### src/design/hwcf_defs.vh
// Constants for the hardware configuration and receive FIFO level block.
//
// How it works
// Discard control 1 drops errored received frames; 0 passes them on.
// Transmit packs several frames per USB packet only while bit 5 is set.
// USB receive side always accepts several frames per packet.
// EEPROM time-out after 30 ms when bit 4 is 0, 1.28 us when 1.
// Writing 1 to bit 3 starts lite reset; bit clears when sequence finishes.
// Lite reset spares USB device controller, EEPROM reload and USB PHY connection.
// Read-only bit 2 shows PHY in use: 0 internal, 1 external.
// PHY-in-use indication resets to the level on the PHY choice pin.
// Bit 1 set lets burst cap limit transmit bursts; clear leaves them unlimited.
// Writing 1 to bit 0 starts full reset, resets external PHY, self-clears.
// Full reset reloads EEPROM, holds USB PHY disconnected, then reconnects.
// USB or lite reset restores drive boost to EEPROM image or 00b.
// Bits 15:0 give receive FIFO bytes used, reset 0000h, dword rounded.
// Self-clearing reset bits read 1 while their reset sequence runs.
`ifndef HWCF_DEFS_VH
`define HWCF_DEFS_VH

// ----------------------------------------------------------------------------
// Register map
// ----------------------------------------------------------------------------
`define HWCF_ADDR_W          12
`define HWCF_OFS_HW_CFG      12'h0014
`define HWCF_OFS_RX_LEVEL    12'h0018

// ----------------------------------------------------------------------------
// Configuration field positions
// ----------------------------------------------------------------------------
`define HWCF_BIT_FULL_RST    0
`define HWCF_BIT_BURST_EN    1
`define HWCF_BIT_PHY_CHOICE_PIN     2
`define HWCF_BIT_LITE_RST    3
`define HWCF_BIT_EE_TMO      4
`define HWCF_BIT_MULTI       5
`define HWCF_BIT_DISCARD     6
`define HWCF_BOOST_LO        13
`define HWCF_BOOST_HI        14

// ----------------------------------------------------------------------------
// Reset values
// ----------------------------------------------------------------------------
`define HWCF_RST_BOOST       2'h0
`define HWCF_RST_RX_LEVEL    16'h0000

// ----------------------------------------------------------------------------
// Timing
// ----------------------------------------------------------------------------
`define HWCF_CLK_MHZ         50
`define HWCF_EE_LONG_NS      30000000
`define HWCF_EE_SHORT_NS     1280
`define HWCF_RST_HOLD_CYC    16

`endif

### src/design/hwcf_buf.v
// Two-entry valid/ready buffer for received frame descriptors.
`timescale 1ns/1ps
module hwcf_buf #(
  parameter W = 16
) (
  // Clock and reset
  input  wire         clk_i,
  input  wire         rst_i,
  // Filling side
  input  wire         in_valid_i,
  output wire         in_ready_o,
  input  wire [W-1:0] in_data_i,
  // Draining side
  output wire         out_valid_o,
  input  wire         out_ready_i,
  output wire [W-1:0] out_data_o,
  // Level
  output wire         full_o,
  output wire         empty_o
);

  reg [W-1:0] head_r;
  reg [W-1:0] tail_r;
  reg [1:0]   cnt_r;
  wire        push;
  wire        pop;

  assign in_ready_o  = (cnt_r != 2'd2);
  assign out_valid_o = (cnt_r != 2'd0);
  assign out_data_o  = head_r;
  assign full_o      = (cnt_r == 2'd2);
  assign empty_o     = (cnt_r == 2'd0);
  assign push        = in_valid_i & in_ready_o;
  assign pop         = out_valid_o & out_ready_i;

  // The head always holds the oldest word; the tail moves up on a pop.
  always @(posedge clk_i) begin
    if (rst_i) begin
      cnt_r  <= 2'd0;
      head_r <= {W{1'b0}};
      tail_r <= {W{1'b0}};
    end else begin
      case ({push, pop})
        2'b10: begin
          if (cnt_r == 2'd0) head_r <= in_data_i;
          else tail_r <= in_data_i;
          cnt_r <= cnt_r + 2'd1;
        end
        2'b01: begin
          head_r <= tail_r;
          cnt_r  <= cnt_r - 2'd1;
        end
        2'b11: begin
          if (cnt_r == 2'd1) head_r <= in_data_i;
          else begin
            head_r <= tail_r;
            tail_r <= in_data_i;
          end
        end
        default: begin
          cnt_r <= cnt_r;
        end
      endcase
    end
  end

endmodule

### src/design/hwcf_top.v
// Hardware configuration register, reset sequencer and receive FIFO level.
//
// Added by the designer: the Wishbone slave port.
`timescale 1ns/1ps
`include "hwcf_defs.vh"
module hwcf_top #(
  parameter LEN_W       = 14,
  parameter CAP_W       = 8,
  parameter RST_CYC     = `HWCF_RST_HOLD_CYC,
  parameter EE_LONG_CYC = (`HWCF_EE_LONG_NS * `HWCF_CLK_MHZ + 999) / 1000
) (
  // Clock and reset
  input  wire                   clk_i,
  input  wire                   rst_i,
  // Wishbone slave
  input  wire                   cyc_i,
  input  wire                   stb_i,
  input  wire                   we_i,
  input  wire [`HWCF_ADDR_W-1:0] adr_i,
  input  wire [3:0]             sel_i,
  input  wire [31:0]            dat_i,
  output wire [31:0]            dat_o,
  output wire                   ack_o,
  // Straps, EEPROM image and USB events
  input  wire                   phy_choice_pin_i,
  input  wire                   eeprom_present_i,
  input  wire [1:0]             eeprom_boost_i,
  input  wire                   eeprom_load_done_i,
  input  wire                   usb_bus_reset_i,
  // EEPROM response timer
  input  wire                   ee_wait_i,
  output wire                   ee_timeout_o,
  // Received frame descriptors from the MAC
  input  wire                   rxd_valid_i,
  output wire                   rxd_ready_o,
  input  wire [LEN_W-1:0]       rxd_len_i,
  input  wire                   rxd_err_i,
  // Descriptors towards the receive FIFO writer
  output wire                   fifo_valid_o,
  input  wire                   fifo_ready_i,
  output wire [LEN_W-1:0]       fifo_len_o,
  // Receive FIFO drained by the USB receive side, one dword per pulse
  input  wire                   fifo_dword_read_i,
  // Transmit controls
  input  wire [CAP_W-1:0]       burst_cap_i,
  output wire [CAP_W-1:0]       tx_burst_limit_o,
  output wire                   tx_multi_frame_o,
  output wire                   usb_rx_multi_ok_o,
  // Reset controls
  output wire                   core_rst_o,
  output wire                   udc_rst_o,
  output wire                   ext_phy_rst_o,
  output wire                   usb_phy_detach_o,
  output wire                   eeprom_reload_o,
  output wire [1:0]             hs_drive_boost_o
);

  // --------------------------------------------------------------------------
  // Timing counts
  // --------------------------------------------------------------------------
  // Limits round up, so a time-out never comes early.
  localparam EE_SHORT_CYC = (`HWCF_EE_SHORT_NS * `HWCF_CLK_MHZ + 999) / 1000;
  // TMO_W must hold EE_LONG_CYC and RC_W must hold RST_CYC.
  localparam TMO_W        = 22;
  localparam RC_W         = 8;

  // Idle, lite hold, full hold and EEPROM reload wait.
  localparam S_IDLE = 2'd0;
  localparam S_LITE = 2'd1;
  localparam S_FULL = 2'd2;
  localparam S_LOAD = 2'd3;

  // --------------------------------------------------------------------------
  // State
  // --------------------------------------------------------------------------
  reg             ack_r;
  reg  [31:0]     dat_r;
  reg             discard_r;
  reg             multi_r;
  reg             ee_tmo_sel_r;
  reg             burst_en_r;
  reg             phy_ext_r;
  reg             strap_pend_r;
  reg  [1:0]      boost_r;
  reg  [1:0]      st_r;
  reg  [1:0]      st_nxt;
  reg  [RC_W-1:0] rcnt_r;
  reg             reload_r;
  reg  [15:0]     level_r;
  reg  [15:0]     level_nxt;
  reg  [TMO_W-1:0] tmo_cnt_r;
  reg             tmo_r;
  reg  [CAP_W-1:0] limit_r;

  wire            wr_acc;
  wire            rd_acc;
  wire            hit_cfg;
  wire            hit_lvl;
  wire            lite_req;
  wire            full_req;
  wire            lite_busy;
  wire            full_busy;
  wire            seq_start;
  wire [31:0]     cfg_word;
  wire            in_valid;
  wire            in_ready;
  wire            in_push;
  wire            drop;
  wire [15:0]     rounded;
  wire [TMO_W-1:0] tmo_lim;

  // --------------------------------------------------------------------------
  // Wishbone decode
  // --------------------------------------------------------------------------
  // Every access is answered one cycle after the strobe; ack drops after one.
  // A write lands on the edge that sees ack high, as the master expects.
  // Unmapped offsets are acknowledged and read as zero.
  assign ack_o   = ack_r;
  assign dat_o   = dat_r;
  assign hit_cfg = (adr_i == `HWCF_OFS_HW_CFG);
  assign hit_lvl = (adr_i == `HWCF_OFS_RX_LEVEL);
  assign wr_acc  = cyc_i & stb_i & we_i & ack_r;
  assign rd_acc  = cyc_i & stb_i & ~we_i & ~ack_r;

  assign lite_busy = (st_r == S_LITE);
  assign full_busy = (st_r == S_FULL) | (st_r == S_LOAD);

  // Reset requests are ignored while a sequence is already running.
  assign lite_req  = wr_acc & hit_cfg & sel_i[0] & dat_i[`HWCF_BIT_LITE_RST] & (st_r == S_IDLE);
  assign full_req  = wr_acc & hit_cfg & sel_i[0] & dat_i[`HWCF_BIT_FULL_RST] & (st_r == S_IDLE);
  assign seq_start = lite_req | full_req;

  assign cfg_word = {17'h0_0000,
                     boost_r,
                     6'h00,
                     discard_r,
                     multi_r,
                     ee_tmo_sel_r,
                     lite_busy,
                     phy_ext_r,
                     burst_en_r,
                     full_busy};

  always @(posedge clk_i) begin
    if (rst_i) begin
      ack_r <= 1'b0;
      dat_r <= 32'h0000_0000;
    end else begin
      ack_r <= cyc_i & stb_i & ~ack_r;
      if (rd_acc) begin
        if (hit_cfg) dat_r <= cfg_word;
        else if (hit_lvl) dat_r <= {16'h0000, level_r};
        else dat_r <= 32'h0000_0000;
      end
    end
  end

  // --------------------------------------------------------------------------
  // Configuration bits
  // --------------------------------------------------------------------------
  // A full or lite reset returns the controls to their defaults; the device
  // controller keeps running through a lite reset and is not touched here.
  // Byte lane 0 carries the controls; lane 1 carries the boost.
  always @(posedge clk_i) begin
    if (rst_i) begin
      discard_r    <= 1'b0;
      multi_r      <= 1'b0;
      ee_tmo_sel_r <= 1'b0;
      burst_en_r   <= 1'b0;
    end else if (full_req | lite_req) begin
      discard_r    <= 1'b0;
      multi_r      <= 1'b0;
      ee_tmo_sel_r <= 1'b0;
      burst_en_r   <= 1'b0;
    end else if (wr_acc & hit_cfg & sel_i[0]) begin
      discard_r    <= dat_i[`HWCF_BIT_DISCARD];
      multi_r      <= dat_i[`HWCF_BIT_MULTI];
      ee_tmo_sel_r <= dat_i[`HWCF_BIT_EE_TMO];
      burst_en_r   <= dat_i[`HWCF_BIT_BURST_EN];
    end
  end

  // The strap is caught on the first edge after reset release or after a full
  // reset request, so the reset value follows the pin level.
  // Later pin changes are seen only after the next reset release or full reset request.
  always @(posedge clk_i) begin
    if (rst_i) begin
      strap_pend_r <= 1'b1;
      phy_ext_r    <= 1'b0;
    end else if (full_req) begin
      strap_pend_r <= 1'b1;
    end else if (strap_pend_r) begin
      strap_pend_r <= 1'b0;
      phy_ext_r    <= phy_choice_pin_i;
    end
  end

  // Drive boost is software writable and restored from the EEPROM image.
  // A restore wins over a write in the same cycle.
  always @(posedge clk_i) begin
    if (rst_i) begin
      boost_r <= `HWCF_RST_BOOST;
    end else if (usb_bus_reset_i | lite_req | (st_r == S_LOAD && eeprom_load_done_i)) begin
      boost_r <= eeprom_present_i ? eeprom_boost_i : `HWCF_RST_BOOST;
    end else if (wr_acc & hit_cfg & sel_i[1]) begin
      boost_r <= dat_i[`HWCF_BOOST_HI:`HWCF_BOOST_LO];
    end
  end
  assign hs_drive_boost_o = boost_r;

  // --------------------------------------------------------------------------
  // Soft reset sequencer
  // --------------------------------------------------------------------------
  // The hold counter is loaded on the request and runs down.
  // A full reset then waits until the EEPROM is read again.
  always @* begin
    st_nxt = st_r;
    case (st_r)
      S_IDLE: begin
        if (full_req) st_nxt = S_FULL;
        else if (lite_req) st_nxt = S_LITE;
      end
      S_LITE: begin
        if (rcnt_r == {RC_W{1'b0}}) st_nxt = S_IDLE;
      end
      S_FULL: begin
        if (rcnt_r == {RC_W{1'b0}}) st_nxt = S_LOAD;
      end
      S_LOAD: begin
        if (eeprom_load_done_i) st_nxt = S_IDLE;
      end
      default: begin
        st_nxt = S_IDLE;
      end
    endcase
  end

  always @(posedge clk_i) begin
    if (rst_i) begin
      st_r     <= S_IDLE;
      rcnt_r   <= {RC_W{1'b0}};
      reload_r <= 1'b0;
    end else begin
      st_r     <= st_nxt;
      // The reload strobe fires once, on the first EEPROM reload wait cycle.
      reload_r <= (st_r == S_FULL) && (rcnt_r == {RC_W{1'b0}});
      if (seq_start) rcnt_r <= RST_CYC[RC_W-1:0] - 1'b1;
      else if (rcnt_r != {RC_W{1'b0}}) rcnt_r <= rcnt_r - 1'b1;
    end
  end

  // --------------------------------------------------------------------------
  // Reset outputs
  // --------------------------------------------------------------------------
  // Lite reset holds only the core; the device controller, the EEPROM and
  // the USB PHY connection stay as they are.
  assign core_rst_o       = lite_busy | full_busy;
  assign udc_rst_o        = (st_r == S_FULL);
  assign ext_phy_rst_o    = (st_r == S_FULL) & phy_ext_r;
  assign usb_phy_detach_o = full_busy;
  assign eeprom_reload_o  = reload_r;

  // --------------------------------------------------------------------------
  // EEPROM response timer
  // --------------------------------------------------------------------------
  assign tmo_lim = ee_tmo_sel_r ? EE_SHORT_CYC[TMO_W-1:0] : EE_LONG_CYC[TMO_W-1:0];

  // The count restarts whenever the controller stops waiting; the time-out
  // is a single pulse when the wait reaches the selected limit.
  // A select change during a wait applies at once unless the count has passed the new limit; then it runs on until it wraps.
  always @(posedge clk_i) begin
    if (rst_i) begin
      tmo_cnt_r <= {TMO_W{1'b0}};
      tmo_r     <= 1'b0;
    end else begin
      tmo_r <= 1'b0;
      if (!ee_wait_i) begin
        tmo_cnt_r <= {TMO_W{1'b0}};
      end else if (tmo_cnt_r != tmo_lim) begin
        tmo_cnt_r <= tmo_cnt_r + 1'b1;
        if (tmo_cnt_r + 1'b1 == tmo_lim) tmo_r <= 1'b1;
      end
    end
  end
  assign ee_timeout_o = tmo_r;

  // --------------------------------------------------------------------------
  // Transmit controls
  // --------------------------------------------------------------------------
  // An all-ones limit means no cap applies.
  // Packed frames are always accepted on receive.
  always @(posedge clk_i) begin
    if (rst_i) limit_r <= {CAP_W{1'b1}};
    else limit_r <= burst_en_r ? burst_cap_i : {CAP_W{1'b1}};
  end
  assign tx_burst_limit_o  = limit_r;
  assign tx_multi_frame_o  = multi_r;
  assign usb_rx_multi_ok_o = 1'b1;

  // --------------------------------------------------------------------------
  // Received frame path
  // --------------------------------------------------------------------------
  // Errored frames are swallowed here when discard is on and never reach the
  // buffer; otherwise they pass like any other frame.
  assign drop        = rxd_err_i & discard_r;
  assign in_valid    = rxd_valid_i & ~drop & ~core_rst_o;
  // A soft reset refuses every descriptor, errored ones too.
  assign rxd_ready_o = ~core_rst_o & (drop | in_ready);
  assign in_push     = in_valid & in_ready;

  // Any soft reset empties the buffer along with the level.
  hwcf_buf #(
    .W (LEN_W)
  ) u_buf (
    .clk_i       (clk_i),
    .rst_i       (rst_i | core_rst_o),
    .in_valid_i  (in_valid),
    .in_ready_o  (in_ready),
    .in_data_i   (rxd_len_i),
    .out_valid_o (fifo_valid_o),
    .out_ready_i (fifo_ready_i),
    .out_data_o  (fifo_len_o),
    .full_o      (),
    .empty_o     ()
  );

  // --------------------------------------------------------------------------
  // Receive FIFO level
  // --------------------------------------------------------------------------
  // Each frame adds its length rounded up to a dword; each dword read by the
  // USB receive side takes four bytes away.
  // The floor stops a stray read pulse from wrapping.
  // A frame taken with a read in one cycle still counts.
  assign rounded = {{(16-LEN_W){1'b0}}, rxd_len_i[LEN_W-1:2], 2'b00} +
                   {13'h0000, |rxd_len_i[1:0], 2'b00};

  always @* begin
    level_nxt = level_r;
    if (in_push) level_nxt = level_nxt + rounded;
    if (fifo_dword_read_i && level_r >= 16'h0004) level_nxt = level_nxt - 16'h0004;
  end

  always @(posedge clk_i) begin
    if (rst_i | core_rst_o) level_r <= `HWCF_RST_RX_LEVEL;
    else level_r <= level_nxt;
  end

endmodule

### config.mk
export PLATFORM = sky130hd
export DESIGN_NAME = hwcf_top
export DESIGN_NICKNAME = d
export VERILOG_FILES = /design/src/design/hwcf_buf.v /design/src/design/hwcf_top.v
export VERILOG_INCLUDE_DIRS = /design/src /design/src/design
export SDC_FILE = /design/constraint.sdc
export NUM_CORES = 1
export LEC_CHECK = 0
export ABC_AREA = 0
export BUFFER_PORTS_ARGS = -buffer_cell sky130_fd_sc_hd__buf_4
export CAP_MARGIN = 30
export CELL_PAD_IN_SITES_DETAIL_PLACEMENT = 0
export CELL_PAD_IN_SITES_GLOBAL_PLACEMENT = 1
export CORE_MARGIN = 1
export CORE_UTILIZATION = 36
export CTS_BUF_LIST = sky130_fd_sc_hd__clkbuf_16
export DETAILED_ROUTE_END_ITERATION = 12
export PLACE_DENSITY_LB_ADDON = 0.1
export SYNTH_ARGS = -nofsm -noshare
export SYNTH_HDL_FRONTEND = slang
export SYNTH_SLANG_ARGS = --single-unit
### constraint.sdc
create_clock -name clk_i -period 3.9 [get_ports clk_i]
set_input_delay 1.17 -clock clk_i [delete_from_list [all_inputs] [get_ports clk_i]]
set_output_delay 1.17 -clock clk_i [all_outputs]
set_load 0.02 [all_outputs]
Word-level counts from Yosys, hierarchy flattened
Index checks and enable logic that the tools add are counted.
{"block": "word_totals", "input_bits": 86, "out_inout_bits": 67, "register_bits": 129}
{"block": "classes", "n_reduce_logical": 22, "n_bitwise": 35, "mux": 25, "eq_ne": 19, "n_addsub": 7, "magnitude_cmp": 1}
{"cell": "$mux W16", "count": 4}
{"cell": "$mux W14", "count": 4}
{"cell": "$pmux W14 S3", "count": 1}
{"cell": "$pmux W14 S2", "count": 1}
{"cell": "$eq A12 B5 Y1 const B", "count": 2}
{"cell": "$add A22 B1 Y22 const B", "count": 1}
{"cell": "$eq A22 B21 Y1", "count": 1}
{"cell": "$ne A22 B21 Y1", "count": 1}
{"cell": "$mux W21", "count": 1}
{"cell": "$and A1 B1 Y1", "count": 20}
{"cell": "$add A16 B15 Y16", "count": 1}
{"cell": "$ge A16 B3 Y1 const B", "count": 1}
{"cell": "$mux W2", "count": 8}
{"cell": "$sub A16 B3 Y16 const B", "count": 1}
{"cell": "$add A14 B3 Y15", "count": 1}
{"cell": "$reduce_bool A2 Y1", "count": 5}
{"cell": "$eq A2 B2 Y1 const B", "count": 4}
{"cell": "$logic_not A8 Y1", "count": 1}
{"cell": "$mux W4", "count": 2}
{"cell": "$ne A2 B2 Y1 const B", "count": 4}
{"cell": "$not A1 Y1", "count": 8}
{"cell": "$pmux W2 S4", "count": 1}
{"cell": "$reduce_bool A8 Y1", "count": 1}
{"cell": "$reduce_or A2 Y1", "count": 4}
{"cell": "16 further kinds", "count": 31}

Longest topological paths before layout
Gate-level depths: netlist of run 1.
{"block": "logic_depth", "ltp_word": 10, "ltp_mapped": 14, "ltp_nobuf": 13}

Cells and area by module
From an unflattened synthesis of run 1, not the netlist that was laid out.
{"block": "unflattened", "cells_unflattened": 783, "hier_area_um2": 6515.0}
{"module": "hwcf_top", "seq_area_each_um2": 1621.6, "n_inst": 1, "cells_per_inst": 603, "area_each_um2": 4987.3}
{"module": "hwcf_buf", "seq_area_each_um2": 600.6, "n_inst": 1, "cells_per_inst": 180, "area_each_um2": 1527.7}

Worst setup path after synthesis of run 1
No wires, ideal clock.
{"block": "synth_path", "path_type": "input-to-reg", "from": "in rxd_len_i[0]", "to": "reg level_r[14]", "stages": 12, "setup_slack_ns": -0.281, "setup_ns": 0.128, "t_arrival_ns": 4.054, "cell_sequence": "or2_2 > fa_1 > ha_1 > fa_1 > a211oi_1 > o21ai_0 > xor2_1 > mux2i_1 > o2111ai_1 > nor4_1 > xor2_1 > nor2_1"}
{"block": "synth_between", "elab_chain_cells": 6}
{"item": "start: declaration", "line": "hwcf_top.v:36", "source": "input wire [LEN_W-1:0] rxd_len_i,"}
{"item": "$reduce_or A2 Y1 *", "line": "hwcf_top.v:335", "source": "{13'h0000, |rxd_len_i[1:0], 2'b00};"}
{"item": "$add A14 B3 Y15 *", "line": "hwcf_top.v:334", "source": "assign rounded = {{(16-LEN_W){1'b0}}, rxd_len_i[LEN_W-1:2], 2'b00} +"}
{"item": "$add A16 B15 Y16 *", "line": "hwcf_top.v:339", "source": "if (in_push) level_nxt = level_nxt + rounded;"}
{"item": "$mux W16 *", "line": "hwcf_top.v:339"}
{"item": "$sub A16 B3 Y16", "line": "hwcf_top.v:340", "source": "if (fifo_dword_read_i && level_r >= 16'h0004) level_nxt = level_nxt - 16'h0004;"}
{"item": "$mux W16 *", "line": "hwcf_top.v:340"}
{"item": "end signal: assignment", "line": "hwcf_top.v:344", "source": "if (rst_i | core_rst_o) level_r <= `HWCF_RST_RX_LEVEL;"}
{"item": "end signal: assignment", "line": "hwcf_top.v:345", "source": "else level_r <= level_nxt;"}
{"item": "end: declaration", "line": "hwcf_top.v:89", "source": "reg [15:0] level_r;"}
Every way passes the cells marked *; elsewhere a longest branch is shown, timed or not.
A chain may end at the register's enable or synchronous reset.

Worst setup path in the final report of run 1
Same ends and word-level chain as after synthesis.

==> results of run 1 <==
-- registers in the layout (all words and copies together) (netlist names), 8 cells and up --
register and count:
tx_burst_limit_o 8, u_buf.out_data_o 14, rcnt_r 8, u_buf.tail_r 14
level_r 14, dat_o 16, tmo_cnt_r 22
-- cell families after synthesis --
kind of cell	after synthesis	share of synthesized area
compound gates	130	0.141
xor+xnor	52	0.0755
fa+ha+maj	36	0.0771
buf+inv	66	0.0535
flops	111	0.368
mux	29	0.0485
other cells	2	0.00124
simple gates	281	0.235
-- worst reg2reg max path, cell delays in order (launching register included) --
cell	delay, ns
dfxtp_1	0.50
ha_1	0.30
ha_1	0.37
a211oi_1	0.36
nand2_1	0.09
o211ai_1	0.31
xor2_1	0.11
o21ai_0	0.68
buf_4	0.23
xnor2_1	0.11
nor2_1	0.05
-- path summary, 6_finish.rpt --
path              cells after the start                  start                     end  slack (ns)
hold reg to reg                       2  dat_o[9]$_SDFFE_PP0P_   dat_o[9]$_SDFFE_PP0P_        0.45
hold / removal                        2  dat_o[9]$_SDFFE_PP0P_   dat_o[9]$_SDFFE_PP0P_        0.45
setup reg to reg                     10  level_r[9]$_SDFF_PP0_  level_r[12]$_SDFF_PP0_        0.68
setup / recovery                     13           rxd_len_i[0]  level_r[14]$_SDFF_PP0_        0.19
-- through the flow --
step / hold slack [ns] / setup WS (ns) / cells / util / total power, mW
final: 0.450 / 0.185 / 1054 / 0.476 / 4.73
after global routing: 0.477 / -0.0126 / 1054 / 0.476 / 5.10
after CTS: 0.456 / 0.000552 / 1054 / 0.474 / 4.74
after detailed placement: 0.446 / -0.426 / 1038 / 0.451 / 3.63
after global placement: 0.445 / -0.345 / 1036 / 0.449 / 3.58
after floorplan: 0.445 / -0.00870 / 722 / - / 2.93
-- where the power goes --
part | leakage [nW] | switching (mW) | total (mW) | internal (mW)
combinational | 2.16 | 1.14 | 2.14 | 0.998
sequential | 0.907 | 0.186 | 1.53 | 1.35
clock | 0.166 | 0.432 | 1.06 | 0.630
-- cells in the final DEF, fill, tap and decap left out, types with 4 or more instances in the layout --
cell and count:
a211oi_1 19, a21oi_1 39, a221oi_1 7, a22oi_1 15, and2_1 5, and3_1 5
buf_4 143, clkbuf_16 9, conb_1 17, dfxtp_1 111, ha_1 33, inv_1 18
mux2i_1 26, nand2_1 51, nand2b_1 17, nand3_1 23, nand3b_1 5, nand4_1 8
nor2_1 95, nor2b_1 6, nor3_1 17, nor4_1 8, o21ai_0 16, o21ai_2 4
or3_1 7, or4_1 4, xnor2_1 21, xor2_1 31
-- final cells by class --
class                   instances  area [um2]  area share
clock inverters                 7         120      0.0156
multi-input cells             545        3660       0.476
well taps                     216         270      0.0352
inverters                      20        75.1     0.00978
repair buffers                146        1110       0.144
clock buffers                   9         225      0.0293
flip-flops and latches        111        2220       0.289
-- what timing repair did --
action                                 4_1_cts  5_1_grt
gates resized for setup                      8        7
endpoints found under the hold margin        0        0
setup endpoints to repair                    2        6
pin swaps                                    9       10
setup buffers                                0        0
-- per-layer routing --
| metal | up-vias | global-route usage |
|---|---|---|
| li1 | 2718 | - |
| met1 | 2534 | 0.224 |
| met2 | 85 | 0.319 |
| met3 | 14 | 0.0324 |
| met4 | 0 | 0.0652 |
| met5 | - | 0 |
==> impl_metrics.yaml, run 1 <==
clock_network:
  clock_sinks: 111
  cts.path.max_buffers: 2
  cts_tree: "built"
  clock_latency_ns: 0.36
  hold_buffers: 0
  htreeDepth: 3
  cts_made_buffers: 9
  root_buffer: "clkbuf_16"
  path_clk_slew_ns: 0.07
placement:
  dpl-instance-area_mm2: 0.00726
  gp_congestion: 0.815
  hpwl_um: 11800
  portBuffers: 109
route:
  met1_length_um: 6990
  wl_um: 15400
  wl_met3_um: 458
  top_layer_used: "met4"
  wl_per_cell_um: 14.6
  drc: 0
  drt-initial-drc-count: 237
  num_vias: 5351
  drtAntennaViolNets: 0
  route.met2.wl_um: 7730
  detail_route.first_pass.iterations: 5
  via_per_inst: 5.08
die:
  initial_core_util: 0.374
  die_h_um: 131
  rows: 46
  ioPinCount: 153
  die_area_mm2: 0.0173
  die_w_um: 131
  core-area_mm2: 0.0161
critical_path:
  crit_family: "adder cells"
  critPathKind: "primary input to register"
  crit_arrival_ns: 3.95
  crit_path_start_kind: "primary input"
  critPathMaxStageDelay_ns: 0.37
  worst-path-buf-inv: 1
  end_kind: "register"
  critPathRequiredTime_ns: 4.13
  critPathSlowestCell: "fa_2"
  path_cells: "buf_6 > or2_4 > fa_2 > ha_4 > fa_2 > a211oi_4 > o21ai_1 > xor2_1 > mux2i_2 > o2111ai_4 > nor4_4 > xor2_1 > nor2_1"
  path_max_fanout: 6
layout:
  fillCellCount: 1627
  final_area_mm2: 0.00768
  syn_to_final_growth_pct: 27.3
  drive_above_1_share: 0.236
  num_antenna_cells: 0
  nets: 955
grt:
  antenna_found_initial: 0
  track_usage: 0.183
  grt_max_degree: 46
  grt_pass1_wl_um: 25600
  grt_pass1_vias: 5130
  grt-ovfl-total: 0
sta:
  drv_slew: 0
  fmax_mhz: 269
  slew_headroom: 0.430
  setup_viol: 0
  finalHoldViolations: 0
  worst_pin_slew_ns: 0.846
  period_share: 0.953
  period_needed_ns: 3.71
  finalSetupTns_ns: 0
  clock_skew_ns: 0.00815
synth:
  netlist_top_cells_area: "dfxtp_1 37%, ha_1 7.1%, nor2_1 5.9%"
  ys_types: 65
  synthArstFlopShare: 0
  seq_area_frac_synth: 0.368
  yosysMostFrequentCell: "dfxtp_1"
  synth_edf_count: 0
  synth_top_area_frac: 0.368
  ys_warn_count: 0
  synth_commonest_cells: "111 x dfxtp_1, 95 x nor2_1, 51 x nand2_1"
  syn_avg_cell_area_um2: 8.53
  syn_inst: 707
  syn_area_mm2: 0.00603
  synth_seq_cells: 111
  synth-main-ff-cell: "dfxtp_1"
  yosys.area.top_type: "dfxtp_1"
power:
  powerDensity_mw_per_mm2: 616
  vdd_drop_max_mv: 0.266
  power.leakage_nw: 3.24
status:
  outcome: "finished, final reports clean"
job:
  cap_violations: 0
hold_path:
  worstHoldPathType: "register to register"
Power figures use the tool's default switching activity.
==> inputs of run 2 (changes only) <==
--- a/config.mk
+++ b/config.mk
@@ -12,7 +12,7 @@
 export CELL_PAD_IN_SITES_DETAIL_PLACEMENT = 0
 export CELL_PAD_IN_SITES_GLOBAL_PLACEMENT = 1
 export CORE_MARGIN = 1
-export CORE_UTILIZATION = 36
+export CORE_UTILIZATION = 35
 export CTS_BUF_LIST = sky130_fd_sc_hd__clkbuf_16
 export DETAILED_ROUTE_END_ITERATION = 12
 export PLACE_DENSITY_LB_ADDON = 0.1
==> constraint.sdc (replaced) <==
create_clock -name clk_i -period 3.25 [get_ports clk_i]
set_input_delay 0.975 -clock clk_i [delete_from_list [all_inputs] [get_ports clk_i]]
set_output_delay 0.975 -clock clk_i [all_outputs]
set_load 0.02 [all_outputs]
==> run 2 against run 1 <==
Against the previous run:
- the flow now finishes with violations (negative setup slack)
- worst setup slack worse by 0.46 ns
- critical path depth is 1 higher
- critical path type unchanged
- die area is 2.8% higher
- power is 26% higher
- register-to-register slack worse by 0.34 ns
- non-clock buffer count is 45 higher
- clock power is 8% higher
- core utilization is 0.64 points higher
==> impl_metrics.yaml, run 2 (synthesis gave the netlist of run 1 again) <==
status:
  outcome: "complete, but fails checks"
  violations: "negative setup slack"
route:
  wl_um: 16200
  wl_per_cell_um: 14.7
  drc: 0
  route.met2.wl_um: 8160
  drtAntennaViolNets: 0
  detail_route.first_pass.iterations: 5
  num_vias: 5549
  wl_met3_um: 635
  via_per_inst: 5.03
  drt-initial-drc-count: 226
  met1_length_um: 7240
  top_layer_used: "met4"
die:
  core-area_mm2: 0.0167
  initial_core_util: 0.361
  die_w_um: 133
  ioPinCount: 153
  die_h_um: 133
  rows: 47
  die_area_mm2: 0.0178
sta:
  finalHoldViolations: 0
  worst_pin_slew_ns: 0.948
  rsz0062_at_grt: "yes"
  fin_ws_ns: -0.276
  clock_skew_ns: 0.00941
  setup_viol: 8
  slew_headroom: 0.359
  finalSetupTns_ns: -1.48
  drv_slew: 0
  period_needed_ns: 3.53
  period_share: 1.09
  fmax_mhz: 284
critical_path:
  path_max_fanout: 3
  crit_path_start_kind: "primary input"
  rr_startpoint: "level_r[2]$_SDFF_PP0_"
  reg2reg_slack_ns: 0.34
  startpoint: "rxd_len_i[1]"
  end_kind: "register"
  r2r_cells: 12
  reg2reg_to: "level_r[14]$_SDFF_PP0_"
  crit_arrival_ns: 3.75
  crit_path_end: "level_r[14]$_SDFF_PP0_"
  critPathRequiredTime_ns: 3.48
  critPathKind: "primary input to register"
layout:
  largest_reg_flops: 22
  drive_above_1_share: 0.285
  mostFrequentLayoutCells: "185 x buf_4, 111 x dfxtp_1, 95 x nor2_1"
  syn_to_final_growth_pct: 33.7
  nets: 1000
  top_register: "tmo_cnt_r"
  num_antenna_cells: 0
  final_area_mm2: 0.00806
  layout_commonest_cell: "buf_4"
grt:
  antenna_found_initial: 0
  grt_max_degree: 36
  grt-ovfl-total: 0
  grt_pass1_wl_um: 26200
  track_usage: 0.183
  grt_pass1_vias: 5370
clock_network:
  cts.path.max_buffers: 2
  cts_tree: "built"
  hold_buffers: 0
  clock_latency_ns: 0.35
  cts_made_buffers: 9
  path_clk_slew_ns: 0.08
  root_buffer: "clkbuf_16"
  htreeDepth: 3
  clock_sinks: 111
placement:
  dp_slack_ns: -0.733
  dpl-instance-area_mm2: 0.00759
  portBuffers: 109
  gp_congestion: 0.803
  hpwl_um: 12400
job:
  cap_violations: 0
power:
  vdd_drop_max_mv: 0.338
  powerDensity_mw_per_mm2: 739
  power.leakage_nw: 3.47
hold_path:
  worstHoldPathType: "register to register"
## run 2: how the worst min path moves through the flow
stage	endpoint	start	cells past startpoint	slack, ns
2_1_floorplan	phy_ext_r$_SDFFE_PP0P_	phy_ext_r$_SDFFE_PP0P_	2	0.44
3_3_place_gp	dat_o[0]$_SDFFE_PP0P_	dat_o[0]$_SDFFE_PP0P_	2	0.44
3_5_place_dp	dat_o[7]$_SDFFE_PP0P_	dat_o[7]$_SDFFE_PP0P_	2	0.46
4_1_cts	dat_o[7]$_SDFFE_PP0P_	dat_o[7]$_SDFFE_PP0P_	2	0.46
5_1_grt	dat_o[7]$_SDFFE_PP0P_	dat_o[7]$_SDFFE_PP0P_	2	0.48
6_report	dat_o[7]$_SDFFE_PP0P_	dat_o[7]$_SDFFE_PP0P_	2	0.46
## run 2: what timing repair did
item / CTS / global route
cloned: 0 / 0
buffers inserted: 4 / 3
setup endpoints to repair: 8 / 8
gates resized for setup: 9 / 14
pin swaps: 16 / 8
## run 2: routing by layer
metal	vias up	track usage
met5	-	0
met4	0	0.0505
met1	2633	0.224
met2	101	0.322
met3	11	0.0407
li1	2804	-
## run 2: through the flow
step	util	power, mW	hold WS (ns)	instances
2_1_floorplan	-	3.55	0.445	722
3_3_place_gp	0.455	4.56	0.441	1081
3_5_place_dp	0.455	4.61	0.455	1081
4_1_cts	0.478	5.88	0.464	1101
5_1_grt	0.483	6.41	0.478	1103
6_report	0.483	5.96	0.458	1103
## run 2: power breakdown
group          leakage [nW]  total, mW  switching, mW  internal, mW
Clock                 0.148       1.15          0.538         0.608
Sequential            0.907       1.81          0.193          1.61
Combinational          2.42       3.00           1.54          1.46
Total                  3.47       5.96           2.27          3.69
## run 2: critical path, cell delays in order
cell and delay (ns):
buf_6 0.09, or2_4 0.25, fa_2 0.36, ha_4 0.17, fa_2 0.36, a211oi_4 0.29, o211a_1 0.22, nor4_1 0.07
a211oi_1 0.18, buf_4 0.16, nand3_1 0.12, nor4_4 0.28, xor2_1 0.17, nor2_1 0.05
## run 2: layout make-up
class	count	area, um2
clock buffers	9	225
clock inverters	7	80.1
fillers	1684	8640
inverters	20	75.1
multi-input cells	545	3720
flip-flops and latches	111	2220
well taps	220	275
repair buffers	191	1470
==> inputs of run 3 (changes only) <==
--- a/config.mk
+++ b/config.mk
@@ -15,7 +15,8 @@
 export CORE_UTILIZATION = 35
 export CTS_BUF_LIST = sky130_fd_sc_hd__clkbuf_16
 export DETAILED_ROUTE_END_ITERATION = 12
-export PLACE_DENSITY_LB_ADDON = 0.1
+export GPL_TIMING_DRIVEN = 0
+export PLACE_DENSITY = 0.8
 export SYNTH_ARGS = -nofsm -noshare
 export SYNTH_HDL_FRONTEND = slang
 export SYNTH_SLANG_ARGS = --single-unit
==> run 3 against run 2 <==
Against the previous run:
- global-route usage fell by 0.39 points
- first-iteration DRC count down 19%
- via count decreased by 4.3%
- largest power group unchanged
- largest cell class unchanged
- the run still ends with negative setup slack left
- highest routed layer unchanged
==> impl_metrics.yaml, run 3 (synthesis gave the netlist of run 1 again) <==
grt:
  grt_util_met2: 0.295
  grt_max_degree: 20
  grt_pass1_vias: 5110
  grt_pass1_wl_um: 25600
  grt-busiest-layer: "met2"
  antenna_found_initial: 0
  track_usage: 0.180
  met1_usage: 0.237
  gr-usage-met3: 0.0388
  grt-ovfl-total: 0
critical_path:
  critPathRequiredTime_ns: 3.54
  rr_startpoint: "u_buf.cnt_r[0]$_SDFFE_PP0P_"
  reg2reg_slack_ns: 0.06
  critPathKind: "primary input to register"
  end_kind: "register"
  reg2reg_to: "level_r[10]$_SDFF_PP0_"
  r2r_cells: 13
  crit_path_start_kind: "primary input"
  path_max_fanout: 3
  crit_arrival_ns: 3.75
clock_network:
  path_clk_slew_ns: 0.08
  root_buffer: "clkbuf_16"
  cts_tree: "built"
  hold_buffers: 0
  cts_made_buffers: 9
  htreeDepth: 3
  cts.path.max_buffers: 2
  clock_sinks: 111
  clock_latency_ns: 0.36
layout:
  mostFrequentLayoutCells: "134 x buf_4, 111 x dfxtp_1, 94 x nor2_1"
  fillCellCount: 1698
  multi_input_area_mm2: 0.00370
  layout_commonest_cell: "buf_4"
  final_area_mm2: 0.00772
  nets: 972
  num_antenna_cells: 0
  fin_util: 0.462
  seq_area_mm2: 0.00222
  syn_to_final_growth_pct: 28.0
  drive_above_1_share: 0.240
  top_register: "tmo_cnt_r"
  largest_reg_flops: 22
die:
  core-area_mm2: 0.0167
  die_w_um: 133
  rows: 47
  die_h_um: 133
  die_area_mm2: 0.0178
  ioPinCount: 153
  initial_core_util: 0.361
placement:
  dpl-instance-area_mm2: 0.00725
  gp_congestion: 0.769
  portBuffers: 109
  hpwl_um: 11900
sta:
  drv_slew: 0
  setup_viol: 8
  clock_skew_ns: 0.00842
  hold_ws_ns: 0.458
  period_needed_ns: 3.46
  period_share: 1.06
  fmax_mhz: 289
  slew_headroom: 0.427
  rsz0062_at_grt: "yes"
  finalHoldViolations: 0
  fin_ws_ns: -0.208
  worst_pin_slew_ns: 0.853
  finalSetupTns_ns: -1.12
job:
  cap_violations: 0
status:
  outcome: "complete, but fails checks"
  violations: "negative setup slack"
power:
  vdd_drop_max_mv: 0.436
  powerDensity_mw_per_mm2: 712
  power.leakage_nw: 3.26
route:
  drt-initial-drc-count: 182
  wl_um: 15200
  drc: 0
  num_vias: 5309
  drtAntennaViolNets: 0
  wl_per_cell_um: 14.2
  detail_route.first_pass.iterations: 4
  via_per_inst: 4.94
hold_path:
  whs_endpoint: "dat_o[9]$_SDFFE_PP0P_"
  min_from: "dat_o[9]$_SDFFE_PP0P_"
  worstHoldPathType: "register to register"
  min_path_cells: 2
run 3: cell types whose count changed in the layout (fill, tap and decap cells not counted), sizes merged:
cell      previous run  this run
buf                191       142
clkbuf               9        30
clkinvlp             1         0
inv                 22        23
run 3: area by class of cell:
cell class,instances,area share
multi-input combinational,545,0.479
tap,220,0.0357
sequential,111,0.288
buffer,45,0.0324
inverter,20,0.00972
clock inverter,7,0.0104
timing repair buffer,118,0.116
clock buffer,9,0.0292
run 3: worst max-delay path: stages:
cell and delay [ns]:
buf_8 0.10, or2_4 0.24, fa_2 0.35, ha_4 0.17, fa_2 0.38, a211oi_4 0.26, o21ai_1 0.10, xor2_1 0.16
mux2i_2 0.26, buf_4 0.16, buf_4 0.09, nand2_1 0.05, or3_1 0.30, a21oi_1 0.13
run 3: how the worst max path moves through the flow:
stage	end	cells past startpoint	from	slack, ns
finish	level_r[10]$_SDFF_PP0_	14	rxd_len_i[1]	-0.21
global route	level_r[13]$_SDFF_PP0_	13	rxd_len_i[1]	-0.33
CTS	level_r[15]$_SDFF_PP0_	13	rxd_len_i[1]	-0.26
detailed placement	level_r[15]$_SDFF_PP0_	13	rxd_len_i[0]	-1.06
global placement	level_r[15]$_SDFF_PP0_	13	rxd_len_i[0]	-1.02
floorplan	level_r[13]$_SDFF_PP0_	12	rxd_len_i[0]	-0.44
run 3: stage by stage:
stage	power (mW)	std cells	setup WS [ns]
floorplan	3.55	722	-0.436
global placement	4.13	1051	-1.02
detailed placement	4.15	1051	-1.06
CTS	5.47	1075	-0.262
global route	5.92	1075	-0.332
finish	5.50	1075	-0.208
run 3: repair_timing:
item | CTS | global route
setup buffers | 8 | 1
gates resized for setup | 13 | 15
pin swaps | 21 | 6
gates cloned | 0 | 0
setup endpoints to repair | 17 | 29
run 3: metal layers:
metal  part of all wire  up-vias
met5                  0        -
met4              0.014        0
met3              0.036       21
met2               0.46       98
met1               0.49     2444
li1                   -     2746
run 3: report_power, final:
group | internal [mW] | switching [mW]
registers | 1.61 | 0.234
logic | 1.12 | 1.38
clock network | 0.608 | 0.538
total | 3.34 | 2.15
